--- src/design/afcm_pkg.sv ---
package afcm_pkg;

    // Register byte addresses
    localparam logic [7:0] ADDR_CTRL   = 8'h00;
    localparam logic [7:0] ADDR_THRESH = 8'h04;
    localparam logic [7:0] ADDR_STATUS = 8'h08;
    localparam logic [7:0] ADDR_CORR   = 8'h0c;

    // Field positions
    localparam int CTRL_MODE_LSB = 0;
    localparam int CTRL_OVR_BIT  = 2;
    localparam int STAT_MODE_LSB = 0;
    localparam int STAT_OVR_BIT  = 2;

    // Widths
    localparam int FREQ_W = 24;
    localparam int EBN0_W = 8;

    // Mode field encodings
    localparam logic [1:0] MODE_CODE_OFF   = 2'h0;
    localparam logic [1:0] MODE_CODE_TRACK = 2'h1;
    localparam logic [1:0] MODE_CODE_HOLD  = 2'h2;

    // Values after reset
    localparam logic               RST_OVR_EN = 1'b1;
    localparam logic [EBN0_W-1:0]  RST_THRESH = 8'h28;
    localparam logic [FREQ_W-1:0]  RST_CORR   = 24'h000000;

    // Native tolerance at which the stage is forced off, in Hz
    localparam logic [FREQ_W-1:0]  OVR_TOL_HZ = 24'h00c350;

    typedef enum logic [1:0] {
        AFCM_OFF,
        AFCM_TRACK,
        AFCM_HOLD
    } afcm_mode_t;

endpackage

--- src/design/afcm_ctrl.sv ---
`timescale 1ns/1ps
`default_nettype none

module afcm_ctrl
(
    input  wire logic                              hclk,
    input  wire logic                              hresetn,
    input  wire logic                              hsel,
    input  wire logic [31:0]                       haddr,
    input  wire logic [1:0]                        htrans,
    input  wire logic                              hwrite,
    input  wire logic [2:0]                        hsize,
    input  wire logic [31:0]                       hwdata,
    input  wire logic                              hready,
    output logic      [31:0]                       hrdata,
    output logic                                   hreadyout,
    output logic                                   hresp,
    input  wire logic signed [afcm_pkg::FREQ_W-1:0] est_offset_hz,
    input  wire logic                              est_valid,
    input  wire logic        [afcm_pkg::EBN0_W-1:0] ebn0,
    input  wire logic        [afcm_pkg::FREQ_W-1:0] native_tol_hz,
    input  wire logic                              enter_key,
    input  wire logic                              mode_item_sel,
    output logic signed      [afcm_pkg::FREQ_W-1:0] corr_hz,
    output logic             [1:0]                 eff_mode,
    output logic                                   override_active
);

    afcm_pkg::afcm_mode_t mode_r;
    afcm_pkg::afcm_mode_t mode_nxt;
    afcm_pkg::afcm_mode_t eff_m;
    logic                 ovr_en_r;
    logic [afcm_pkg::EBN0_W-1:0] thresh_r;
    logic signed [afcm_pkg::FREQ_W-1:0] corr_r;
    logic signed [afcm_pkg::FREQ_W-1:0] excess_w;

    logic        dph_r;
    logic        dph_wr_r;
    logic [7:0]  dph_addr_r;
    logic [31:0] rdata_r;
    logic        aph_take;
    logic        wr_ctrl;
    logic        wr_thresh;

    logic key_s1_r;
    logic key_s2_r;
    logic key_prev_r;
    logic key_press;
    logic tol_met;
    logic snr_ok;
    logic trk_ok_r;

    afcm_excess u_excess
    (
        .hclk      (hclk),
        .hresetn   (hresetn),
        .offset_hz (est_offset_hz),
        .tol_hz    (native_tol_hz),
        .excess_r  (excess_w)
    );

    // Bus slave always ready, always OKAY
    assign hreadyout = 1'b1;
    assign hresp     = 1'b0;
    assign hrdata    = rdata_r;
    assign aph_take  = hsel && htrans[1] && hready;
    assign wr_ctrl   = dph_r && dph_wr_r && (dph_addr_r == afcm_pkg::ADDR_CTRL);
    assign wr_thresh = dph_r && dph_wr_r && (dph_addr_r == afcm_pkg::ADDR_THRESH);

    // Address phase capture
    always_ff @(posedge hclk or negedge hresetn)
    begin
        if (!hresetn)
        begin
            dph_r      <= 1'b0;
            dph_wr_r   <= 1'b0;
            dph_addr_r <= 8'h00;
        end
        else
        begin
            dph_r      <= aph_take;
            dph_wr_r   <= aph_take && hwrite;
            dph_addr_r <= aph_take ? {haddr[7:2], 2'b00} : dph_addr_r;
        end
    end

    // Read data registered in the address phase
    always_ff @(posedge hclk or negedge hresetn)
    begin
        if (!hresetn)
        begin
            rdata_r <= 32'h00000000;
        end
        else if (aph_take && !hwrite)
        begin
            if (haddr[7:0] == afcm_pkg::ADDR_CTRL)
            begin
                rdata_r <= {29'h0, ovr_en_r, 2'(mode_r)};
            end
            else if (haddr[7:0] == afcm_pkg::ADDR_THRESH)
            begin
                rdata_r <= {24'h0, thresh_r};
            end
            else if (haddr[7:0] == afcm_pkg::ADDR_STATUS)
            begin
                rdata_r <= {29'h0, override_active, 2'(eff_m)};
            end
            else if (haddr[7:0] == afcm_pkg::ADDR_CORR)
            begin
                rdata_r <= {{(32 - afcm_pkg::FREQ_W){corr_r[afcm_pkg::FREQ_W-1]}}, corr_r};
            end
            else
            begin
                rdata_r <= 32'h00000000;
            end
        end
    end

    // Enter key synchroniser and press detect
    always_ff @(posedge hclk or negedge hresetn)
    begin
        if (!hresetn)
        begin
            key_s1_r   <= 1'b0;
            key_s2_r   <= 1'b0;
            key_prev_r <= 1'b0;
        end
        else
        begin
            key_s1_r   <= enter_key;
            key_s2_r   <= key_s1_r;
            key_prev_r <= key_s2_r;
        end
    end

    assign key_press = key_s2_r && !key_prev_r && mode_item_sel;

    // User mode selection: bus write wins over a key press in the same cycle
    always_comb
    begin
        mode_nxt = mode_r;
        if (wr_ctrl)
        begin
            case (hwdata[afcm_pkg::CTRL_MODE_LSB +: 2])
                afcm_pkg::MODE_CODE_OFF:   mode_nxt = afcm_pkg::AFCM_OFF;
                afcm_pkg::MODE_CODE_TRACK: mode_nxt = afcm_pkg::AFCM_TRACK;
                afcm_pkg::MODE_CODE_HOLD:  mode_nxt = afcm_pkg::AFCM_HOLD;
                default:                   mode_nxt = mode_r;
            endcase
        end
        else if (key_press)
        begin
            case (mode_r)
                afcm_pkg::AFCM_OFF:   mode_nxt = afcm_pkg::AFCM_TRACK;
                afcm_pkg::AFCM_TRACK: mode_nxt = afcm_pkg::AFCM_HOLD;
                default:              mode_nxt = afcm_pkg::AFCM_OFF;
            endcase
        end
    end

    always_ff @(posedge hclk or negedge hresetn)
    begin
        if (!hresetn)
        begin
            mode_r <= afcm_pkg::AFCM_OFF;
        end
        else
        begin
            mode_r <= mode_nxt;
        end
    end

    // Override enable and threshold settings
    always_ff @(posedge hclk or negedge hresetn)
    begin
        if (!hresetn)
        begin
            ovr_en_r <= afcm_pkg::RST_OVR_EN;
            thresh_r <= afcm_pkg::RST_THRESH;
        end
        else
        begin
            if (wr_ctrl)
            begin
                ovr_en_r <= hwdata[afcm_pkg::CTRL_OVR_BIT];
            end
            if (wr_thresh)
            begin
                thresh_r <= hwdata[afcm_pkg::EBN0_W-1:0];
            end
        end
    end

    // Effective mode after the automatic override
    assign tol_met = native_tol_hz >= afcm_pkg::OVR_TOL_HZ;
    assign override_active = ovr_en_r && tol_met;
    assign eff_m = override_active ? afcm_pkg::AFCM_OFF : mode_r;
    assign eff_mode = 2'(eff_m);
    assign snr_ok = ebn0 >= thresh_r;

    // Estimate qualifiers delayed to line up with the registered excess
    always_ff @(posedge hclk or negedge hresetn)
    begin
        if (!hresetn)
        begin
            trk_ok_r <= 1'b0;
        end
        else
        begin
            trk_ok_r <= est_valid && snr_ok;
        end
    end

    // Correction register
    always_ff @(posedge hclk or negedge hresetn)
    begin
        if (!hresetn)
        begin
            corr_r <= afcm_pkg::RST_CORR;
        end
        else
        begin
            case (eff_m)
                afcm_pkg::AFCM_OFF:
                begin
                    corr_r <= afcm_pkg::RST_CORR;
                end
                afcm_pkg::AFCM_TRACK:
                begin
                    if (trk_ok_r)
                    begin
                        corr_r <= excess_w;
                    end
                end
                default:
                begin
                    corr_r <= corr_r;
                end
            endcase
        end
    end

    assign corr_hz = corr_r;
endmodule

`default_nettype wire

--- src/design/afcm_excess.sv ---
`timescale 1ns/1ps
`default_nettype none

module afcm_excess
(
    input  wire logic                              hclk,
    input  wire logic                              hresetn,
    input  wire logic signed [afcm_pkg::FREQ_W-1:0] offset_hz,
    input  wire logic        [afcm_pkg::FREQ_W-1:0] tol_hz,
    output logic signed      [afcm_pkg::FREQ_W-1:0] excess_r
);

    logic signed [afcm_pkg::FREQ_W:0] off_x;
    logic signed [afcm_pkg::FREQ_W:0] tol_x;
    logic signed [afcm_pkg::FREQ_W:0] diff_x;
    logic signed [afcm_pkg::FREQ_W-1:0] excess_nxt;

    // Only the part of the offset beyond the loop's reach is kept
    always_comb
    begin
        off_x = {offset_hz[afcm_pkg::FREQ_W-1], offset_hz};
        tol_x = {1'b0, tol_hz};
        diff_x = '0;
        if (off_x > tol_x)
        begin
            diff_x = off_x - tol_x;
        end
        else if (off_x < -tol_x)
        begin
            diff_x = off_x + tol_x;
        end
        excess_nxt = diff_x[afcm_pkg::FREQ_W-1:0];
    end

    always_ff @(posedge hclk or negedge hresetn)
    begin
        if (!hresetn)
        begin
            excess_r <= afcm_pkg::RST_CORR;
        end
        else
        begin
            excess_r <= excess_nxt;
        end
    end
endmodule

`default_nettype wire

--- config.mk ---
export PLATFORM = sky130hd
export DESIGN_NAME = afcm_ctrl
export DESIGN_NICKNAME = d
export VERILOG_FILES = /design/src/design/afcm_pkg.sv /design/src/design/afcm_ctrl.sv /design/src/design/afcm_excess.sv
export SDC_FILE = /design/constraint.sdc
export NUM_CORES = 1
export LEC_CHECK = 0
export BUFFER_PORTS_ARGS = -buffer_cell sky130_fd_sc_hd__buf_2
export CAP_MARGIN = 10
export CELL_PAD_IN_SITES_DETAIL_PLACEMENT = 0
export CELL_PAD_IN_SITES_GLOBAL_PLACEMENT = 1
export CORE_UTILIZATION = 41
export CTS_CLUSTER_DIAMETER = 80
export DETAILED_ROUTE_END_ITERATION = 16
export GPL_ROUTABILITY_DRIVEN = 0
export GPL_TIMING_DRIVEN = 0
export PLACE_DENSITY_LB_ADDON = 0.1
export REMOVE_ABC_BUFFERS = 1
export SYNTH_ARGS = -nofsm -noshare
export SYNTH_HDL_FRONTEND = slang
export SYNTH_HIERARCHICAL = 1
export SYNTH_SLANG_ARGS = --single-unit
--- constraint.sdc ---
create_clock -name hclk -period 2.6 [get_ports hclk]
set_input_delay 0 -clock hclk [delete_from_list [all_inputs] [get_ports hclk]]
set_output_delay 0 -clock hclk [all_outputs]
set_load 0.005 [all_outputs]
==> impl_metrics.ini, run 1 <==
[global_route]
grt_usage_pct = 23.2
grt_pass1_vias = 6923
grt_pass1_wl_um = 36700
use_met2_pct = 37.4
top_usage_layer = met2
antenna_found_initial = 0
grtUsageMet1_pct = 32.9
grt_use_met3_pct = 2.05
overflow = 0
grt_start_max_net_pins = 50

[clock_tree]
numCtsBuffers = 9
cts_sinks = 95
clock_path_buffers = 2
clk_pin_slew_worst_paths_ns = 0.06
cts_tree = done
clk_latency_ns = 0.34
htree_levels = 3
cts_root_buffer = clkbuf_16

[die]
start_util_pct = 41.9
die_area_sq_um = 19700
core_sq_um = 18800
die_w_um = 140
dieHeight_um = 140
rows = 50
boundaryPins = 194

[setup_path]
rrSetupSlack_ns = 0.36
reg2regPathDepth = 6
required_ns = 2.85
worstPathArrival_ns = 3.56
cp_max_fo = 8
critPathMostFrequentCell = nor3_4
critPathCaptureType = flop
path_class = primary input to flop
crit_slowest_cell = mux2_4
critPathMaxStageDelay_ns = 0.41
start_kind = primary input
crit_chain = buf_6 > inv_6 > ha_4 > inv_1 > or3_4 > nor3_4 > nand3_4 > nor3_4 > xnor2_1 > ha_1 > buf_4 > a211oi_2 > o21ai_1 > a31o_2 > mux2_4 > a21oi_4 > buf_12 > a32oi_2 > mux2i_1

[yosys]
synthArstFlopShare_pct = 100
synthSimpleGateAreaFrac_pct = 16.9
syn_area_sq_um = 7860
synth-main-ff-cell = dfrtp_1
synth_adder_area_share_pct = 13.4
synth_top_family_by_area = compound AO/OA/AOI/OAI gates
synth_edf_count = 0
synth_top_area_share_pct = 29.3
synth_compound_gate_area_share_pct = 24.5
synth_xor_area_share_pct = 2.23
synth_warnings = 6
synth.most_common_cell = dfrtp_1
synth_common_cells = dfrtp_1, ha_1, inv_1
muxShareOfSynthArea_pct = 4.92
ys_top_cells_by_area = dfrtp_1, ha_1, o21ai_0
yosys.area.top_type = dfrtp_1
ys_types = 76
postSynthCellCount = 916
avgSynthCellArea_sq_um = 8.58
synth-seq-cells = 95
ys_seq_area_share_pct = 30.3

[pwr]
finalPower_mw = 4.64
ir_drop_uv = 382
power_density_nw_per_um2 = 470
cellLeakagePower_nw = 4.69

[route]
wl_per_cell_um = 17.3
drt_wl_total_um = 22600
drc = 0
dr.pass1.iters = 5
route.vias.total = 7246
drt_iter0_markers = 432
detail-route-antenna-nets = 0
viasPerCell = 5.56

[timing]
holdWs_ns = 0.0548
period_share_pct = 127
worst_slack_ns = -0.712
rsz0062_at_grt = true
hold_violations = 0
setup_tns_ns = -15.23
slew_violations = 0
fin_skew_ns = 0.00581
finalSetupViolCount = 24
slew_headroom_pct = 23.8
min_period_ns = 3.31
max_slew.worst_pin.slew_ns = 1.14
fmax_mhz = 302

[final_layout]
layout.nets = 1280
final_cell_area_sq_um = 9860
n_antenna_cell = 0
syn2layout_area_growth_pct = 25.5
num-fill-cells = 1811
instances_no_fill = 1303
multi_input_comb_area_sq_um = 5310
drive_gt1_share_pct = 28.2
fin_util_pct = 52.5
seqCellArea_sq_um = 2380

[run]
drv_cap = 0

[place]
pre_cts_slack_ns = -2.58
port_buffers = 139
placed_cell_area_sq_um = 8600
dpl.hpwl_um = 16100
dp_cells = 1235

[outcome]
violations = negative setup slack
outcome = finished with violations

[hold_path]
worstHoldPathCells = 3
hp-class = primary input to flop
layout by cell type (no fill, tap or decap), drive strengths merged, types with 9 or more instances in the layout:
cell,netlist,routed
a211o,10,10
a211oi,11,11
a21oi,60,61
a22o,19,19
a22oi,26,26
buf,25,171
clkbuf,31,10
dfrtp,92,92
dlygate4sd3,0,18
ha,81,81
inv,81,79
mux2,21,24
mux2i,15,15
nand2,67,67
nand2b,13,13
nand3,12,12
nand4,9,9
nor2,74,74
nor2b,13,13
nor3,24,24
nor4,11,11
o21a,12,12
o21ai,66,66
or3,9,9
xnor2,19,19
logic make-up (layout without fill, tap and decap cells):
logic type / Yosys count / after routing
AOI/OAI and AO/OA: 281 / 282
xor gates and xnor gates: 20 / 20
adders and majority gates: 83 / 83
buffers and inverters: 137 / 286
DFF: 95 / 95
muxes: 36 / 39
other: 2 / 2
and+or+nand+nor: 262 / 262
repair_timing:
| item | 4_1_cts | 5_1_grt |
|---|---|---|
| gates resized for setup | 72 | 44 |
| endpoints found under the hold margin | 63 | 0 |
| buffers inserted | 21 | 8 |
| hold buffers | 18 | 0 |
| pin swaps | 36 | 25 |
| gates cloned | 4 | 0 |
| endpoints found under the setup margin | 24 | 25 |
power by group:
| group | internal [mW] | leakage [nW] | switching (mW) | total (mW) |
|---|---|---|---|---|
| combinational | 0.638 | 3.30 | 0.807 | 1.44 |
| clock | 0.839 | 0.148 | 0.543 | 1.38 |
| sequential | 1.62 | 1.24 | 0.187 | 1.81 |
| total | 3.10 | 4.69 | 1.54 | 4.64 |
per-layer routing:
metal / part of all wire (%) / vias up
li1: - / 3591
met1: 49 / 3446
met2: 45 / 188
met3: 3.8 / 21
met4: 1.8 / 0
met5: 0 / -
critical path: cells and delay by family:
kind	cells	cell delay, ns
simple gates	4	0.99
compound gates	5	0.84
mux	2	0.62
buf+inv	5	0.54
fa+ha+maj	2	0.42
xor+xnor	1	0.14
path summary, 6_finish.rpt:
| path | start | end |
|---|---|---|
| worst max-delay path | native_tol_hz[1] | u_excess/excess_r[17] |
| worst min-delay path | ebn0[7] | trk_ok_r |
| worst max register to register | mode_r[1] | corr_hz[7] |
| worst min register to register | key_s1_r | key_s2_r |
| max in group asynchronous | hresetn | ovr_en_r |
| min in group asynchronous | hresetn | thresh_r[4] |
final cells by class:
cell class	count	area share, %
clock buffer	10	2.32
clock inverter	6	0.863
inverter	81	3.29
multi-input combinational	688	53.8
sequential	95	24.1
tap	234	2.97
timing repair buffer	189	12.6
state kept, by name (all words and copies together), names as in the netlist:
name,count
u_excess/excess_r,24
dph_addr_r,6
key_prev_r,1
dph_r,1
key_s1_r,1
mode_r,2
dph_wr_r,1
trk_ok_r,1
hrdata,24
key_s2_r,1
thresh_r,8
corr_hz,24
ovr_en_r,1
Note: power is estimated with default switching activity, not from simulation.
==> inputs of run 2 (changes only) <==
Settings changed: ABC_AREA from default to 1, CORE_UTILIZATION 41 to 39.
==> impl_metrics.ini, run 2 <==
[outcome]
outcome = finished clean

[die]
boundaryPins = 194
core_sq_um = 22100
start_util_pct = 40.3
rows = 54
die_w_um = 153
dieHeight_um = 153
die_area_sq_um = 23400

[timing]
fmax_mhz = 403
rsz0062_at_grt = true
setup_tns_ns = 0
hold_violations = 0
max_slew.worst_pin.slew_ns = 0.944
fin_skew_ns = 0.0134
worst_slack_ns = 0.117
finalSetupViolCount = 0
min_period_ns = 2.48
slew_headroom_pct = 36.8
slew_violations = 0
holdWs_ns = 0.0543
period_share_pct = 95.5

[final_layout]
layout.nets = 1689
fin_util_pct = 47.3
syn2layout_area_growth_pct = 17.3
final_cell_mix = nand2_1, inv_1, buf_2
final_common_cell = nand2_1
n_antenna_cell = 0
drive_gt1_share_pct = 17.0
num-fill-cells = 2375
instances_no_fill = 1758
final_cell_area_sq_um = 10400

[setup_path]
start_kind = primary input
crit_chain = buf_12 > clkinv_8 > ha_4 > nand3_4 > inv_2 > nand3_2 > nor2_2 > nand3_2 > nor2_4 > nand2_4 > nor2_1 > xor2_1 > ha_1 > a21oi_2 > o21ai_0 > nor2_1 > nand3_2 > nand2_8 > nand2_8 > nand3_1 > nand2_1
crit_start = native_tol_hz[1]
path_class = primary input to flop
path_delay_family = simple AND/OR/NAND/NOR gates
critPathMostFrequentCell = nand3_2
cp_max_fo = 6
critPathMaxStageDelay_ns = 0.29
worstPathArrival_ns = 2.69
crit_slowest_cell = ha_1
required_ns = 2.81
worstReg2RegStart = dph_addr_r[4]
critPathCaptureType = flop
cp_num_buf_inv = 3

[route]
drc = 0
wl_per_cell_um = 14.9
drt_iter0_markers = 496
viasPerCell = 4.89
route.vias.total = 8603
drt_wl_total_um = 26200
detail-route-antenna-nets = 0
dr.pass1.iters = 5

[yosys]
synth_edf_count = 0
synth_warnings = 6
ys_types = 49
ys_seq_area_share_pct = 26.7
synth-seq-cells = 95
avgSynthCellArea_sq_um = 6.67
ys_top_cells_by_area = dfrtp_1, nand2_1, ha_1
yosys.area.top_type = dfrtp_1
postSynthCellCount = 1336
synth_top_area_share_pct = 25.8
synth_common_cells = nand2_1, inv_1, nor2_1
synthArstFlopShare_pct = 100
syn_area_sq_um = 8910
synth-main-ff-cell = dfrtp_1
synth.most_common_cell = nand2_1

[hold_path]
hp-start = haddr[3]
hp-class = primary input to flop

[place]
dpl.hpwl_um = 20700
pre_cts_slack_ns = -1.15
port_buffers = 139
dp_cells = 1707
placed_cell_area_sq_um = 9650

[clock_tree]
clock_path_buffers = 2
htree_levels = 3
cts_sinks = 95
clk_pin_slew_worst_paths_ns = 0.07
cts_tree = done
numCtsBuffers = 9
cts_root_buffer = clkbuf_16
clk_latency_ns = 0.34

[pwr]
power_density_nw_per_um2 = 430
p_int_mw = 2.86
finalPower_mw = 4.49
clockPowerShare_pct = 28.6
switching_share_pct = 36.3
p_seq_share_pct = 37.4
combPwrFrac_pct = 34.0
p_sw_mw = 1.63
cellLeakagePower_nw = 6.05
ir_drop_uv = 281

[global_route]
antenna_found_initial = 0
grt_start_max_net_pins = 60
overflow = 0
grt_pass1_wl_um = 42500
grt_pass1_vias = 8261
grt_usage_pct = 22.8

[run]
drv_cap = 0
==> run 2: logic make-up (layout without fill, tap and decap cells) <==
family	after synthesis	after routing	synth area share, %
buf+inv	248	387	12.4
other cells	2	2	0.0843
simple gates	739	742	36.9
compound gates	129	129	8.06
xor+xnor	40	40	3.93
fa+ha+maj	83	83	11.8
flops	95	95	26.7
==> run 2: cell type report <==
| cell class | count | area (sq um) | share of cell area [%] |
|---|---|---|---|
| Clock buffer | 13 | 270 | 2.59 |
| Clock inverter | 3 | 25.0 | 0.240 |
| Inverter | 198 | 761 | 7.28 |
| Multi-Input combinational cell | 996 | 5590 | 53.5 |
| Sequential cell | 95 | 2380 | 22.8 |
| Tap cell | 280 | 350 | 3.35 |
| Timing Repair Buffer | 173 | 1070 | 10.3 |
==> run 2: what timing repair did <==
item	CTS	global route
buffers inserted	3	13
gates resized for setup	13	33
hold endpoints to repair	52	0
cloned	1	2
endpoints found under the setup margin	24	24
hold buffers	16	0
pin swaps	5	21
==> run 2: final timing paths <==
| check | end | slack, ns | depth (start not counted) |
|---|---|---|---|
| max | u_excess/excess_r[18] | 0.12 | 21 |
| min | dph_addr_r[3] | 0.05 | 3 |
| max reg2reg | thresh_r[0] | 0.89 | 5 |
| min reg2reg | key_s2_r | 0.35 | 0 |
| max in group asynchronous | thresh_r[5] | 1.77 | 3 |
| min in group asynchronous | thresh_r[2] | 0.17 | 2 |
==> run 2: worst reg2reg max path: cells and delay by family, from the launching register on <==
kind	cells	cell delay [ns]
AO/OA/AOI/OAI	1	0.41
buffers and inverters	1	0.08
flip-flops	1	0.38
AND/OR/NAND/NOR	3	0.72
==> run 2: layer usage <==
layer / wire (um) / GRT usage [%]
met5: 0 / 0
met4: 539 / 7.55
met2: 11600 / 36.1
met1: 13000 / 32.5
met3: 980 / 2.10
==> run 2: power groups by stage <==
stage / logic (mW) / clock network (mW) / registers (mW)
3_5_place_dp: 1.43 / 0 / 1.71
2_1_floorplan: 0.949 / 0 / 1.69
4_1_cts: 1.47 / 1.32 / 1.68
3_3_place_gp: 1.41 / 0 / 1.71
6_report: 1.53 / 1.28 / 1.68
5_1_grt: 1.73 / 1.39 / 1.70
